<file path="config.mk">
export PLATFORM = sky130hd
export DESIGN_NAME = ptu_pulse_timing_unit
export DESIGN_NICKNAME = d
export VERILOG_FILES = /design/src/ptu_pkg.sv /design/src/ptu_pulse_timing_unit.sv
export SDC_FILE = /design/constraint.sdc
export NUM_CORES = 1
export LEC_CHECK = 0
export BUFFER_PORTS_ARGS = -buffer_cell sky130_fd_sc_hd__buf_2
export CELL_PAD_IN_SITES_DETAIL_PLACEMENT = 1
export CELL_PAD_IN_SITES_GLOBAL_PLACEMENT = 1
export CORE_MARGIN = 4
export CORE_UTILIZATION = 50
export DETAILED_ROUTE_END_ITERATION = 10
export GPL_TIMING_DRIVEN = 0
export PLACE_DENSITY_LB_ADDON = 0.1
export SKIP_CTS_REPAIR_TIMING = 1
export SYNTH_ARGS = -nofsm -noshare
export SYNTH_HDL_FRONTEND = slang
export SYNTH_SLANG_ARGS = --single-unit
</file>
<file path="constraint.sdc">
create_clock -name clk_sys_in -period 4.4 [get_ports clk_sys_in]
set_clock_uncertainty 0.1 [all_clocks]
set_input_delay 0.88 -clock clk_sys_in [delete_from_list [all_inputs] [get_ports clk_sys_in]]
set_output_delay 0.88 -clock clk_sys_in [all_outputs]
set_load 0.02 [all_outputs]
</file>
<file path="src/ptu_pkg.sv">
package ptu_pkg;
  // ==========================================================
  // clock and time base
  localparam int          CLK_MHZ         = 125;
  localparam int          TICK_US_CYC     = CLK_MHZ;
  localparam int          US_PER_MS       = 1000;
  localparam int          TIMEOUT_S       = 1;
  localparam int          TIMEOUT_US      = TIMEOUT_S * 1000000;
  localparam logic [6:0]  TICK_DIV_LAST   = 7'(TICK_US_CYC - 1);
  localparam logic [9:0]  MS_DIV_LAST     = 10'(US_PER_MS - 1);
  localparam logic [31:0] TIMEOUT_US_W    = 32'(TIMEOUT_US);
  // ==========================================================
  // pwm period and result codes
  localparam logic [7:0]  DUTY_FULL       = 8'hFF;
  // pwm period is 255 clocks, so only duty 255 stays high all period
  localparam logic [7:0]  DUTY_LAST       = 8'hFE;
  localparam logic [31:0] RESULT_ZERO     = 32'h0000_0000;
  localparam logic [31:0] RESULT_NOT_LVL  = 32'h0000_0001;
  // ==========================================================
  // operation selector
  typedef enum logic [2:0] {
    PTU_OP_COUNT,
    PTU_OP_PULSE_WIDTH,
    PTU_OP_PULSE_EMIT,
    PTU_OP_PWM,
    PTU_OP_LEVEL_DUR
  } ptu_op_t;
endpackage

</file>
<file path="src/ptu_pulse_timing_unit.sv">
`timescale 1ns/1ps
// What this block does
// - counting mode counts whole pulses on pin over a window of given milliseconds
// - pulse-width measurement turns the pin to input first
// - if pin already at level, wait for opposite level before timing
// - pulse width returns zero after one second waiting or at level
// - pulse widths reported in microseconds, resolving one microsecond
// - pulse emit drives inverted level for given microseconds, then restores
// - emitted pulses may be as short as one microsecond
// - eight-bit duty, 255 means always high, lower values proportional
// - pwm drives pin for given milliseconds, then tristates it
// - level duration times pin at level from start, in microseconds
// - level duration returns one at once if pin not at level
// - level duration returns zero after one second at level
module ptu_pulse_timing_unit (
  // clock and reset
  input  wire logic        clk_sys_in,
  input  wire logic        reset_n_in,
  // command
  input  wire logic        start_in,
  input  wire logic [2:0]  op_in,
  input  wire logic        level_in,
  input  wire logic [7:0]  duty_in,
  input  wire logic [31:0] amount_in,
  // result
  output logic             busy_out,
  output logic             done_out,
  output logic [31:0]      result_out,
  // pin
  input  wire logic        pin_in,
  output logic             pin_out,
  output logic             pin_oe_n_out
);
  // ==========================================================
  // states
  typedef enum logic [2:0] {
    ST_IDLE, ST_COUNT, ST_PW_ARM, ST_PW_WAIT, ST_PW_TIME,
    ST_EMIT, ST_PWM, ST_LVL
  } ptu_state_t;

  ptu_state_t  state_reg;
  logic        sync1_reg, sync2_reg, prev_reg;
  logic [6:0]  div_reg;
  logic [9:0]  ms_div_reg;
  logic        us_tick, ms_tick;
  logic [31:0] time_reg;
  logic [31:0] cnt_reg;
  logic [31:0] amount_reg;
  logic        level_reg;
  logic [7:0]  duty_reg;
  logic [7:0]  phase_reg;
  logic        pulse_half_reg;
  logic        rise, fall;
  logic        start_take;

  // a command is taken only while idle
  assign start_take = (state_reg == ST_IDLE) && start_in;

  // ==========================================================
  // pin synchroniser; stage two and its delayed copy prev_reg are looked at
  // two-flop sync
  always_ff @(posedge clk_sys_in or negedge reset_n_in) begin
    if (!reset_n_in) begin
      sync1_reg <= 1'b0;
      sync2_reg <= 1'b0;
      prev_reg  <= 1'b0;
    end else begin
      sync1_reg <= pin_in;
      sync2_reg <= sync1_reg;
      prev_reg  <= sync2_reg;
    end
  end
  assign rise = sync2_reg & ~prev_reg;
  assign fall = ~sync2_reg & prev_reg;

  // ==========================================================
  // microsecond and millisecond ticks, restarted by each taken command
  // derived time base
  always_ff @(posedge clk_sys_in or negedge reset_n_in) begin
    if (!reset_n_in) begin
      div_reg    <= 7'h00;
      ms_div_reg <= 10'h000;
    end else if (start_take) begin
      // restart so the first tick is a whole microsecond, never a sliver
      div_reg    <= 7'h00;
      ms_div_reg <= 10'h000;
    end else begin
      div_reg <= (div_reg == ptu_pkg::TICK_DIV_LAST) ? 7'h00
                 : div_reg + 7'h01;
      if (us_tick)
        ms_div_reg <= (ms_div_reg == ptu_pkg::MS_DIV_LAST) ? 10'h000
                      : ms_div_reg + 10'h001;
    end
  end
  assign us_tick = (div_reg == ptu_pkg::TICK_DIV_LAST);
  assign ms_tick = us_tick && (ms_div_reg == ptu_pkg::MS_DIV_LAST);

  // ==========================================================
  // main sequencer; time_reg counts ticks, cnt_reg results
  always_ff @(posedge clk_sys_in or negedge reset_n_in) begin
    if (!reset_n_in) begin
      state_reg      <= ST_IDLE;
      busy_out       <= 1'b0;
      done_out       <= 1'b0;
      result_out     <= ptu_pkg::RESULT_ZERO;
      pin_out        <= 1'b0;
      pin_oe_n_out   <= 1'b1;
      time_reg       <= 32'h0000_0000;
      cnt_reg        <= 32'h0000_0000;
      amount_reg     <= 32'h0000_0000;
      level_reg      <= 1'b0;
      duty_reg       <= 8'h00;
      phase_reg      <= 8'h00;
      pulse_half_reg <= 1'b0;
    end else begin
      done_out <= 1'b0;
      unique case (state_reg)
        ST_IDLE: begin
          if (start_in) begin
            busy_out       <= 1'b1;
            amount_reg     <= amount_in;
            level_reg      <= level_in;
            duty_reg       <= duty_in;
            time_reg       <= 32'h0000_0000;
            cnt_reg        <= 32'h0000_0000;
            phase_reg      <= 8'h00;
            pulse_half_reg <= 1'b0;
            unique case (op_in)
              // observing ops let go of the pin so they never see themselves
              3'(ptu_pkg::PTU_OP_COUNT): begin
                pin_oe_n_out <= 1'b1;
                state_reg    <= ST_COUNT;
              end
              3'(ptu_pkg::PTU_OP_PULSE_WIDTH): begin
                pin_oe_n_out <= 1'b1;
                state_reg    <= ST_PW_ARM;
              end
              3'(ptu_pkg::PTU_OP_PULSE_EMIT): begin
                pin_out      <= ~sync2_reg;
                pin_oe_n_out <= 1'b0;
                state_reg    <= ST_EMIT;
              end
              3'(ptu_pkg::PTU_OP_PWM): begin
                pin_oe_n_out <= 1'b0;
                state_reg    <= ST_PWM;
              end
              3'(ptu_pkg::PTU_OP_LEVEL_DUR): begin
                pin_oe_n_out <= 1'b1;
                state_reg    <= ST_LVL;
              end
              default: begin
                busy_out  <= 1'b0;
                done_out  <= 1'b1;
                result_out <= ptu_pkg::RESULT_ZERO;
              end
            endcase
          end
        end
        ST_COUNT: begin
          if (pulse_half_reg == 1'b0 && (rise || fall)) begin
            pulse_half_reg <= 1'b1;
            level_reg      <= rise;
          end else if (pulse_half_reg && (rise || fall)) begin
            // a pulse closes when the pin returns to its starting side
            if ((rise && !level_reg) || (fall && level_reg)) begin
              cnt_reg        <= cnt_reg + 32'h0000_0001;
              pulse_half_reg <= 1'b0;
            end else begin
              level_reg <= rise;
            end
          end
          if (ms_tick)
            time_reg <= time_reg + 32'h0000_0001;
          if (time_reg >= amount_reg) begin
            result_out <= cnt_reg;
            busy_out   <= 1'b0;
            done_out   <= 1'b1;
            state_reg  <= ST_IDLE;
          end
        end
        ST_PW_ARM: begin
          if (us_tick)
            time_reg <= time_reg + 32'h0000_0001;
          if (sync2_reg != level_reg) begin
            state_reg <= ST_PW_WAIT;
          end else if (time_reg >= ptu_pkg::TIMEOUT_US_W) begin
            result_out <= ptu_pkg::RESULT_ZERO;
            busy_out   <= 1'b0;
            done_out   <= 1'b1;
            state_reg  <= ST_IDLE;
          end
        end
        ST_PW_WAIT: begin
          if (us_tick)
            time_reg <= time_reg + 32'h0000_0001;
          if (sync2_reg == level_reg) begin
            cnt_reg   <= 32'h0000_0000;
            state_reg <= ST_PW_TIME;
          end else if (time_reg >= ptu_pkg::TIMEOUT_US_W) begin
            result_out <= ptu_pkg::RESULT_ZERO;
            busy_out   <= 1'b0;
            done_out   <= 1'b1;
            state_reg  <= ST_IDLE;
          end
        end
        ST_PW_TIME: begin
          if (us_tick)
            cnt_reg <= cnt_reg + 32'h0000_0001;
          if (sync2_reg != level_reg || cnt_reg > ptu_pkg::TIMEOUT_US_W) begin
            result_out <= (cnt_reg > ptu_pkg::TIMEOUT_US_W)
                          ? ptu_pkg::RESULT_ZERO : cnt_reg;
            busy_out   <= 1'b0;
            done_out   <= 1'b1;
            state_reg  <= ST_IDLE;
          end
        end
        ST_EMIT: begin
          if (us_tick)
            time_reg <= time_reg + 32'h0000_0001;
          if (time_reg >= amount_reg) begin
            pin_out   <= ~pin_out;
            busy_out  <= 1'b0;
            done_out  <= 1'b1;
            state_reg <= ST_IDLE;
          end
        end
        ST_PWM: begin
          phase_reg <= (phase_reg == ptu_pkg::DUTY_LAST) ? 8'h00
                       : phase_reg + 8'h01;
          pin_out   <= (duty_reg == ptu_pkg::DUTY_FULL)
                       || (phase_reg < duty_reg);
          if (ms_tick)
            time_reg <= time_reg + 32'h0000_0001;
          if (time_reg >= amount_reg) begin
            pin_oe_n_out <= 1'b1;
            pin_out      <= 1'b0;
            busy_out     <= 1'b0;
            done_out     <= 1'b1;
            state_reg    <= ST_IDLE;
          end
        end
        ST_LVL: begin
          if (us_tick)
            cnt_reg <= cnt_reg + 32'h0000_0001;
          if (sync2_reg != level_reg) begin
            result_out <= (cnt_reg == 32'h0000_0000)
                          ? ptu_pkg::RESULT_NOT_LVL : cnt_reg;
            busy_out   <= 1'b0;
            done_out   <= 1'b1;
            state_reg  <= ST_IDLE;
          end else if (cnt_reg > ptu_pkg::TIMEOUT_US_W) begin
            result_out <= ptu_pkg::RESULT_ZERO;
            busy_out   <= 1'b0;
            done_out   <= 1'b1;
            state_reg  <= ST_IDLE;
          end
        end
        default: state_reg <= ST_IDLE;
      endcase
    end
  end
endmodule

</file>
# Yosys cells after proc, flatten, opt, wreduce, memory -nomap -nowiden
# Cells that the tools add are included.
# W data, S select, Z words.
# op_classes
n_reduce_logical	39
n_eq_ne	40
n_bitwise	6
mux	79
n_addsub	5
order_cmp	4
# op_table
cell	n
$mux W32	19
$pmux W32 S6	1
$pmux W32 S4	1
$pmux W32 S3	1
$add A32 B1 Y32 const B	2
$ge A32 B20 Y1 const B	1
$ge A32 B32 Y1	1
$gt A32 B20 Y1 const B	1
$logic_not A32 Y1	1
$mux W1	32
$mux W10	3
$mux W3	8
$ne A2 B2 Y1 const B	12
$reduce_and A4 Y1	5
$pmux W3 S6	1
$eq A8 B8 Y1 const B	2
$mux W8	2
$pmux W8 S2	1
$eq A3 B3 Y1 const B	5
$ne A3 B3 Y1 const B	5
$pmux W3 S5	1
$mux W7	2
$eq A3 B2 Y1 const B	4
$pmux W1 S6	2
31 further kinds	60
# totals
inputBits	48
reg_bits	173

# Logic depth before layout (Yosys ltp)
# Gate-level depths: netlist of the first run.
# logic_depth
ltp_word	8
mapped_depth	12
ltp_nobuf	9

# Least setup slack after synthesis of the first run
# No wires, ideal clock.
# synth_timing
kind	reg-to-reg
startpoint	register time_reg[0]
endpoint	register result_out[0]
arrival_ns	2.378
synth_period_minus_slack_ns	2.602
n_path_buf	1
slack_ns	1.798
stages_incl_launch_ff	11
cell_sequence	dfrtp_1 > inv_1 > ha_1 > nand2b_1 > a2111oi_0 > nor3_1 > o31ai_1 > and4_1 > or2_1 > clkbuf_1 > mux2_2
# synth_between
elab_chain_len	4
# synth_lines
item	line	rtl
from (decl)	ptu_pulse_timing_unit.sv:46	logic [31:0] time_reg;
from (signal assigned)	ptu_pulse_timing_unit.sv:173	time_reg <= time_reg + 32'h0000_0001;
from (signal assigned)	ptu_pulse_timing_unit.sv:183	time_reg <= time_reg + 32'h0000_0001;
from (signal assigned)	ptu_pulse_timing_unit.sv:195	time_reg <= time_reg + 32'h0000_0001;
$ge A32 B20 Y1	ptu_pulse_timing_unit.sv:186, ptu_pulse_timing_unit.sv:199	
$mux W32	--	
$mux W32 (on tied branches)	--	
$pmux W32 S6	--	
to (signal assigned)	ptu_pulse_timing_unit.sv:187	result_out <= ptu_pkg::RESULT_ZERO;
to (signal assigned)	ptu_pulse_timing_unit.sv:200	result_out <= ptu_pkg::RESULT_ZERO;
to (signal assigned)	ptu_pulse_timing_unit.sv:210	result_out <= (cnt_reg > ptu_pkg::TIMEOUT_US_W)
to (decl)	ptu_pulse_timing_unit.sv:28	output logic [31:0] result_out,
# Parallel ways exist; a longest one is shown, timed or not. The select of a mux whose other input is x is not followed.
# A chain may end at the register's enable or synchronous reset.

# Final worst setup path of the first run
# layout_timing
startpoint	register time_reg[0]
endpoint	register result_out[2]
# Same word-level chain as after synthesis.

==> results of run 1 <==
[cells by family (layout without fill, tap and decap cells)]
logic type	after synthesis	in the layout	synth area share, %
fa+ha+maj	54	54	7.26
flops	173	173	46.6
mux	5	5	0.578
compound gates	218	218	15.4
simple gates	373	373	20.6
buf+inv	102	218	4.43
xor+xnor	56	56	5.27
[power groups by stage]
stage | logic [mW] | clock network, mW | registers (mW)
floorplan | 0.00810 | 0 | 1.62
global placement | 0.0654 | 0 | 1.62
detailed placement | 0.0707 | 0 | 1.62
CTS | 0.0718 | 1.57 | 1.59
global route | 0.0793 | 1.65 | 1.59
finish | 0.0689 | 1.55 | 1.59
[cell type report]
class / count / area share (%)
sequential: 173 / 40.7
inverter: 63 / 2.22
timing repair buffer: 84 / 4.26
clock inverter: 12 / 1.26
multi-input combinational: 706 / 42.9
tap: 229 / 2.69
buffer: 39 / 1.65
clock buffer: 20 / 4.39
[synthesized netlist by cell type (2+ instances only)]
cell type and count:
or2_2 3, xor2_1 30, nor2b_1 7, o22ai_1 4
and4_1 10, nor3_1 16, o2111ai_1 2, a221oi_1 5
nor3_2 3, o211ai_1 5, a21o_1 4, nor2_1 79
xnor2_1 26, clkbuf_1 25, buf_2 8, a211oi_1 3
nand4_1 32, buf_1 3, buf_6 2, or4_1 3
o221ai_1 2, inv_1 63, nand2b_1 9, dfrtp_1 172
nor4_1 18, mux2_2 3, and2_1 8, a221o_1 2
nand3_1 42, o41ai_1 3, a31oi_1 5, ha_1 54
o21ai_0 99, nor3b_1 2, a22o_1 31, o31ai_1 9
or3_1 11, nand2_1 98, and3_1 24, o21a_1 5
a21boi_0 3, a21oi_1 22, mux2i_1 2
[critical path, stage by stage, from the launching register on]
cell	delay (ps)
dfrtp_1	420
inv_1	80
ha_1	280
nand2b_1	140
a2111oi_0	470
nor3_1	120
o31ai_1	510
and4_1	370
or2_1	130
clkbuf_1	240
buf_2	290
a22o_1	200
[metal layers]
layer	share of wire [%]	global-route usage, %	vias to the layer above
li1	-	-	3707
met1	47	34.8	3891
met2	49	41.9	102
met3	3.3	3.77	13
met4	0.84	5.45	0
met5	0	0	-
[metrics by stage]
step           setup TNS (ps)  util [%]
4_1_cts                     0      58.6
3_3_place_gp           -79900      55.1
6_report                    0      58.6
5_1_grt                     0      58.6
2_1_floorplan               0         -
3_5_place_dp                0      55.3
[worst max-delay path by stage]
stage               cells after the start  slack [ps]       endpoint         from
floorplan                              10        1800  result_out[0]  time_reg[0]
global placement                        1        -480  result_out[7]   reset_n_in
detailed placement                     11         970  result_out[5]  time_reg[0]
CTS                                    11         910  result_out[2]  time_reg[0]
global route                           11         660  result_out[2]  time_reg[0]
finish                                 11         980  result_out[2]  time_reg[0]
==> summary.md, run 1 <==
| Metric | Value |
|---|---|
| Total chip power | approximately 3.2 mW |
| Die W | approximately 140 um |
| DRC | 0 |
| Vias | approximately 7700 |
| Max Root-Sink Buffers | 2 |
| Global-route wire length before repair | 41.7 mm |
| PortBufs | between 80 and 90 |
| # clock sinks | 173 |
| # setup viols final | 0 |
| CTS Buf Count | 17 |
| Ys async rst share | 100% |
| DR pass1 iterations | 4 |
| Status | finished, final reports clean |
| Fin nets | roughly 1200 |
| I/O pins | 84 |
| Post-Layout Inst Area | about 0.011 mm2 |
| Mapped Nets | about 1100 |
| Final Max Tran Viols | 0 |
| Synth warn | 0 |
| Synth-to-Final Area Change | 14.4% |
| GRT Total Usage | between 20 and 30% |
| Avg WL per Cell | around 19 um |
| Fraction of layout cells with a size suffix above 1 | about an eighth |
| Placed instance area | approximately 0.010 mm2 |
| Hold Path Class | reg -> reg |
| Reg2reg end | result_out[2] |
| Global route total overflow | 0 |
| Sw Ratio | roughly 22% |
| Antenna cells | 0 |
| Reg area | between 0.004 and 0.005 mm2 |
| CP Class | reg -> reg |
| Worst-Skew Late Latency | 430 ps |
| Clk slew on worst S/H paths | 60 ps |
| Most common cell after layout, fill and taps aside | dfrtp_1 |
| F_max | about 300 MHz |
| Worst Path Required | ~4700 ps |
| Reg power frac | between 40 and 50% |
| Sw Pwr | about 0.71 mW |
| Largest area contributor in the synthesized netlist | dfrtp_1 |
| Syn_area_per_cell | ~9.5 um2 |
| Multi-input logic area | between 0.004 and 0.005 mm2 |
| Combinational share of power | approximately 2.1% |
| Dpl ws | approximately 970 ps |
| H-tree depth | 4 |
| Cell-internal power | approximately 2.5 mW |
| R2R setup slack | around 980 ps |
| Worst r2r src | time_reg[0] |
| Hold Crit Endpoint | sync2_reg |
| Peak supply drop | 0.000296 V |
| Filler instances | approximately 2100 |
| Synth Cell Area | roughly 0.0093 mm2 |
| CP Capture Type | flop |
| Clock Tree Root | clkbuf_16 |
| Core area | around 0.018 mm2 |
| Final hold slack | 287 ps |
| Initial antenna violation count | 0 |
| Slew of the pin with the lowest slew margin | ~940 ps |
| Final worst slack | between 900 and 1000 ps |
| Hold Violations, Final | 0 |
| Min cycle time layout | roughly 3400 ps |
| CP max FO | 10 |
| Largest net degree at the start of global routing | a little under 90 |
| Clock power frac | roughly half |
| R2R cell count | 11 |
| Initial DRC count | 422 |
| Starting density of the core | slightly above 50% |
| Vias per cell | between 5 and 6 |
| Pleak | roughly 5.2 nW |
| Vias in the first global route | between 8000 and 9000 |
| RSZ-0062 raised after global routing | false |
| Dpl cells | 1294 |
| CP Launch Type | flop |
| Hold Crit Start | sync1_reg |
| Synth top area cells | dfrtp_1, ha_1, o21ai_0 |
| Power Dens Cells | 302 mW/mm2 |
| Synth Flop Type | dfrtp_1 |
| Max Cap Viol | 0 |
| Worst Hold Depth | 0 |
| Post-DP HPWL | between 15 and 20 mm |
| Routed Antenna Nets | 0 |
| Synth cell types | 67 |
| Most frequent cells in the layout | dfrtp_1, o21ai_0, nand2_1 |
| EDFF count, synth | 0 |
| Routed wire length | ~25 mm |
| Syn Inst Count | 981 |
| Synth Register Bits | roughly 170 |
| Fraction of the yosys area taken by sequential cells | around 47% |
| Die area | around 0.021 mm2 |
| Die height | about 140 um |
| Row cnt | just under 50 |
| Crit path arrival time | 3670 ps |
| CTS tree | done |
| Count of non-filler cells in the finished layout | around 1300 |
| Tcrit/Tclk final | between 70% and 80% |
| Synth top area share | a little under half |
| RePlAce Congestion | 0.839 |
| Max_slew headroom | 36.7% |
Note: power is estimated with default switching activity, not from simulation.
==> run 2, diff against run 1 <==
- ABC_AREA: not set -> 1
- CORE_UTILIZATION: 50 -> 40
- clock period: 4.4 -> 2.8 ns (I/O delays scaled with it)
==> summary.md, run 2 <==
| Metric | Value |
|---|---|
| Tcrit/Tclk final | 93.4% (+16 points) |
| DRC | 0 (unchanged) |
| Starting density of the core | 41.0% (-10 points) |
| CP max stage delay | 400 ps (-110 ps) |
| Power Dens Cells | 831 mW/mm2 (+180%) |
| Routed wire length | 36.3 mm (+45%) |
| CP top delay family | simple AND/OR/NAND/NOR gates |
| Status | finished, final reports clean |
| Synth top cells by count | nand2_1, inv_1, dfrtp_1, nand3_1, nor2_1 |
| Peak supply drop | 0.000497 V (+68%) |
| Routed Antenna Nets | 0 (unchanged) |
| CP max FO | 10 (unchanged) |
| Fraction of layout cells with a size suffix above 1 | 11.7% (-1.5 points) |
| Cell repeated most along the worst path | nand2_1 |
| CP max stage cell | dfrtp_1 |
| CP Capture Type | flop |
| Final worst slack | 186 ps (-798 ps) |
| Global route total overflow | 0 (unchanged) |
| Synth top area cells | dfrtp_1, nand2_1, nand3_1 |
| F_max | 383 MHz (+31%) |
| CP Class | reg -> reg |
| CP Buf/Inv Count | 2 (-1) |
| Hold Violations, Final | 0 (unchanged) |
| Ys async rst share | 100% (unchanged) |
| Syn_area_per_cell | 7.22 um2 (-24%) |
| H-tree depth | 4 (unchanged) |
| Vias in the first global route | 11137 (+38%) |
| Dpl ws | -298 ps (-1260 ps) |
| Most common cell after layout, fill and taps aside | nand2_1 |
| Die area | 0.0305 mm2 (+46%) |
| Vias | 10784 (+40%) |
| Post-Layout Inst Area | 0.0127 mm2 (+19%) |
| Fin nets | 1745 (+47%) |
| Synth Register Bits | 173 (unchanged) |
| Max Cap Viol | 0 (unchanged) |
| Final TNS setup | 0 ps (unchanged) |
| Worst path cell trace | clkinvlp_4 -> ha_1 -> nand2_1 -> nor2_1 -> nand2_1 -> nor2_1 -> nor2_1 -> nand2_1 -> nand2_1 -> nand3_4 -> nand3_4 -> buf_6 -> nand2_1 -> nand2_1 |
| Row cnt | 60 (+22%) |
| Mapped Nets | 1641 (+52%) |
| Min cycle time layout | 2610 ps (-802 ps) |
| Crit path arrival time | 2850 ps (-820 ps) |
| Largest area contributor in the synthesized netlist | dfrtp_1 |
| RePlAce Congestion | 0.913 (+8.9%) |
| PortBufs | 83 (unchanged) |
| Pleak | 6.20 nW (+20%) |
| Worst Path Required | 3040 ps (-1620 ps) |
| CTS Buf Count | 17 (unchanged) |
| DR pass1 iterations | 7 (+3) |
| Final Max Tran Viols | 0 (unchanged) |
| Synth cell types | 48 (-28%) |
| Synth top area share | 38.7% (-7.5 points) |
| Synth Cell Area | 0.0111 mm2 (+19%) |
| Slew of the pin with the lowest slew margin | 648 ps (-294 ps) |
| GRT Total Usage | 24.3% (-0.77 points) |
| Avg WL per Cell | 17.9 um (-5.2%) |
| EDFF count, synth | 0 (unchanged) |
| Syn Inst Count | 1539 (+57%) |
| Synth warn | 0 (unchanged) |
| Largest net degree at the start of global routing | 111 (+26%) |
| RSZ-0062 raised after global routing | false |
| Vias per cell | 5.32 (-8.5%) |
| Worst-Skew Late Latency | 450 ps (+20 ps) |
| Max Root-Sink Buffers | 2 (unchanged) |
| Core area | 0.0271 mm2 (+49%) |
| # clock sinks | 173 (unchanged) |
| Synth-to-Final Area Change | 14.4% (about the same) |
| I/O pins | 84 (unchanged) |
| Max_slew headroom | 56.8% (+20 points) |
| Initial DRC count | 637 (+51%) |
| Die W | 175 um (+21%) |
| Global-route wire length before repair | 59.8 mm (+44%) |
| CP Launch Type | flop |
| CTS tree | done |
| Clock Tree Root | clkbuf_16 |
| Most frequent cells in the layout | nand2_1, inv_1, dfrtp_1 |
| Antenna cells | 0 (unchanged) |
| Cell with the most instances after synthesis | nand2_1 |
| Fraction of the yosys area taken by sequential cells | 39.0% (-7.6 points) |
| Placed instance area | 0.0120 mm2 (+20%) |
| Initial antenna violation count | 0 (unchanged) |
| Die height | 175 um (+21%) |
| Synth Flop Type | dfrtp_1 |
| # setup viols final | 0 (unchanged) |
| Post-DP HPWL | 28.3 mm (+56%) |
| Hold Path Class | in -> reg |
| Clk slew on worst S/H paths | 70 ps (about the same) |
[run 2: cell count changes in the layout (fill, tap and decap cells not counted), sizes merged, moves of 26 or more]
cell	change
nand2	+326
nand3	+120
inv	+133
a22o	-30
nor3	+32
nor2	+48
o21ai	+26
[run 2: routing by layer]
metal	GRT usage [%]	vias to the layer above	part of all wire (%)
li1	-	5250	-
met1	35.7	5311	50
met2	38.2	185	45
met3	3.63	38	3.3
met4	5.34	0	1.4
met5	0	-	0
[run 2: final timing paths]
path | from | endpoint | slack, ps | cells after the start
setup / recovery | time_reg[0] | result_out[23] | 190 | 14
hold / removal | pin_in | sync1_reg | 130 | 1
setup reg to reg | time_reg[0] | result_out[23] | 190 | 14
hold reg to reg | sync1_reg | sync2_reg | 260 | 0
max in group asynchronous | reset_n_in | result_out[7] | 1110 | 3
min in group asynchronous | reset_n_in | duty_reg[6] | 540 | 2
[run 2: logic make-up (layout without fill, tap and decap cells)]
| group | Yosys count | after routing | share of synthesized area (%) |
|---|---|---|---|
| xor gates and xnor gates | 30 | 30 | 2.37 |
| DFF | 173 | 173 | 39.0 |
| AOI/OAI and AO/OA | 211 | 211 | 10.5 |
| adders and majority gates | 54 | 54 | 6.08 |
| buffers and inverters | 248 | 364 | 9.34 |
| and+or+nand+nor | 823 | 823 | 32.7 |
[run 2: cell type report]
type	count	area, um2
Buffer	53	309
Clock inverter	13	211
Tap cell	372	465
Fill cell	3463	14400
Inverter	195	738
Multi-Input combinational cell	1118	5760
Timing Repair Buffer	85	463
Clock buffer	18	429
Sequential cell	173	4330
[run 2: power breakdown]
| part | total, mW | internal, mW | switching, mW |
|---|---|---|---|
| clock network | 2.68 | 1.59 | 1.09 |
| registers | 3.19 | 2.94 | 0.250 |
| logic | 4.70 | 1.32 | 3.38 |
[run 2: worst register-to-register path, delay by kind of cell, from the launching register on]
family	cells	cell delay (ps)
DFF	1	400
adders and majority gates	1	360
and+or+nand+nor	11	1190
buffers and inverters	2	460
[run 2: stage by stage]
stage	hold WS, ps	instances	utilization [%]	power (mW)
after CTS	-53.4	2026	46.7	10.6
final	128	2027	46.9	10.6
after detailed placement	250	1995	44.4	7.85
after global placement	235	1994	44.2	7.70
after floorplan	164	1539	-	6.32
after global routing	96.8	2027	46.9	11.4
==> run 3, diff against run 2 <==
==> constraint.sdc (replaced) <==
create_clock -name clk_sys_in -period 2.8 [get_ports clk_sys_in]
set_clock_uncertainty 0.1 [all_clocks]
set_input_delay 0.14 -clock clk_sys_in [delete_from_list [all_inputs] [get_ports clk_sys_in]]
set_output_delay 0.14 -clock clk_sys_in [all_outputs]
set_load 0.02 [all_outputs]
==> summary.md, run 3 (synthesized netlist as in run 2, its figures left out) <==
| Metric | Value |
|---|---|
| Power Dens Cells | 808 mW/mm2 (-2.9%) |
| Status | finished, final reports clean |
| Die area | 0.0305 mm2 (unchanged) |
| Vias in the first global route | 11137 (unchanged) |
| Core area | 0.0271 mm2 (unchanged) |
| Largest net degree at the start of global routing | 111 (unchanged) |
| Min cycle time layout | 2620 ps (+3.20 ps) |
| Die W | 175 um (unchanged) |
| Max_slew headroom | 57.9% (+1.1 points) |
| Starting density of the core | 41.0% (unchanged) |
| Dpl cells | 1995 (unchanged) |
| Worst-Skew Late Latency | 450 ps (about the same) |
| Pleak | 6.39 nW (+3.0%) |
| Fraction of layout cells with a size suffix above 1 | 11.4% (-0.31 points) |
| Vias | 10963 (+1.7%) |
| CTS tree | done |
| Clock Tree Root | clkbuf_16 |
| Initial DRC count | 730 (+15%) |
| CP max FO | 10 (unchanged) |
| RSZ-0062 raised after global routing | false |
| F_max | 382 MHz (-0.12%) |
| Max Root-Sink Buffers | 2 (unchanged) |
| Avg WL per Cell | 17.9 um (+0.22%) |
| Max Cap Viol | 0 (unchanged) |
| DRC | 0 (unchanged) |
| RePlAce Congestion | 0.913 (unchanged) |
| Peak supply drop | 0.000494 V (-0.52%) |
| CTS Buf Count | 17 (unchanged) |
| Row cnt | 60 (unchanged) |
| CP Capture Type | flop |
| I/O pins | 84 (unchanged) |
| Dpl ws | -298 ps (unchanged) |
| Hold Violations, Final | 0 (unchanged) |
| Fin nets | 1790 (+2.6%) |
| Die height | 175 um (unchanged) |
| Slew of the pin with the lowest slew margin | 632 ps (-16.7 ps) |
| Routed Antenna Nets | 0 (unchanged) |
| CP Class | reg -> reg |
| Post-Layout Inst Area | 0.0132 mm2 (+3.5%) |
| Crit path arrival time | 2830 ps (-20 ps) |
| Global route total overflow | 0 (unchanged) |
| Tcrit/Tclk final | 93.5% (+0.11 points) |
| Final worst slack | 182 ps (-3.20 ps) |
| CP Launch Type | flop |
| DR pass1 iterations | 5 (-2) |
| Most common cell after layout, fill and taps aside | nand2_1 |
| Most frequent cells in the layout | nand2_1, inv_1, dfrtp_1 |
| Vias per cell | 5.29 (-0.55%) |
| Final Max Tran Viols | 0 (unchanged) |
| Placed instance area | 0.0120 mm2 (unchanged) |
| Synth-to-Final Area Change | 18.5% |
| Worst Path Required | 3010 ps (-30 ps) |
| H-tree depth | 4 (unchanged) |
| Antenna cells | 0 (unchanged) |
| Post-DP HPWL | 28.3 mm (unchanged) |
| PortBufs | 83 (unchanged) |
| # clock sinks | 173 (unchanged) |
| Filler instances | 3431 (-0.92%) |
| Routed wire length | 37.2 mm (+2.4%) |
| Clk slew on worst S/H paths | 70 ps (about the same) |
| Global-route wire length before repair | 59.8 mm (unchanged) |
| Initial antenna violation count | 0 (unchanged) |
| # setup viols final | 0 (unchanged) |
| Count of non-filler cells in the finished layout | 2072 (+2.2%) |
| Total chip power | 10.6 mW (+0.58%) |
| Final TNS setup | 0 ps (unchanged) |
| Hold Path Class | in -> reg |
| GRT Total Usage | 24.3% (unchanged) |
[run 3: path summary, 6_finish.rpt]
kind                       slack [ps]          end  cells past startpoint    startpoint
max in group asynchronous        1520   cnt_reg[5]                      3    reset_n_in
min in group asynchronous         110  duty_reg[6]                      2    reset_n_in
max reg2reg                       180  cnt_reg[28]                     11  state_reg[1]
min                                70      pin_out                      5      op_in[1]
max                               180  cnt_reg[28]                     11  state_reg[1]
min reg2reg                       260    sync2_reg                      0     sync1_reg
[run 3: cell type report]
type | instances | area [um2] | share of cell area [%]
buffer | 53 | 309 | 2.35
inverter | 195 | 738 | 5.61
multi-input combinational | 1118 | 5760 | 43.8
clock buffer | 18 | 429 | 3.26
clock inverter | 13 | 211 | 1.61
timing repair buffer | 130 | 913 | 6.94
sequential | 173 | 4330 | 32.9
tap | 372 | 465 | 3.54
[run 3: critical path, cell delays in order (launching register included)]
cell and delay, ps:
dfrtp_1 470, inv_1 110, ha_1 250, nand2_1 90
inv_1 100, nor2_1 210, inv_2 90, nor2_1 260
inv_1 240, clkbuf_2 280, nand4_1 140, o21ai_0 130
[run 3: routing by layer]
metal | global-route usage [%] | routed length, um | up-vias
met4 | 5.34 | 491 | 0
li1 | - | - | 5331
met3 | 3.63 | 1370 | 35
met2 | 38.2 | 17100 | 209
met1 | 35.7 | 18200 | 5388
met5 | 0 | 0 | -
[run 3: stage by stage]
step                utilization [%]  hold slack (ps)
floorplan                         -             -256
global placement               44.2              165
detailed placement             44.4             16.1
CTS                            46.7             -473
global route                   48.6              131
finish                         48.6             69.2
[run 3: where the power goes]
part	switching [mW]	internal [mW]
registers	0.256	2.94
logic	3.39	1.36
clock network	1.09	1.59
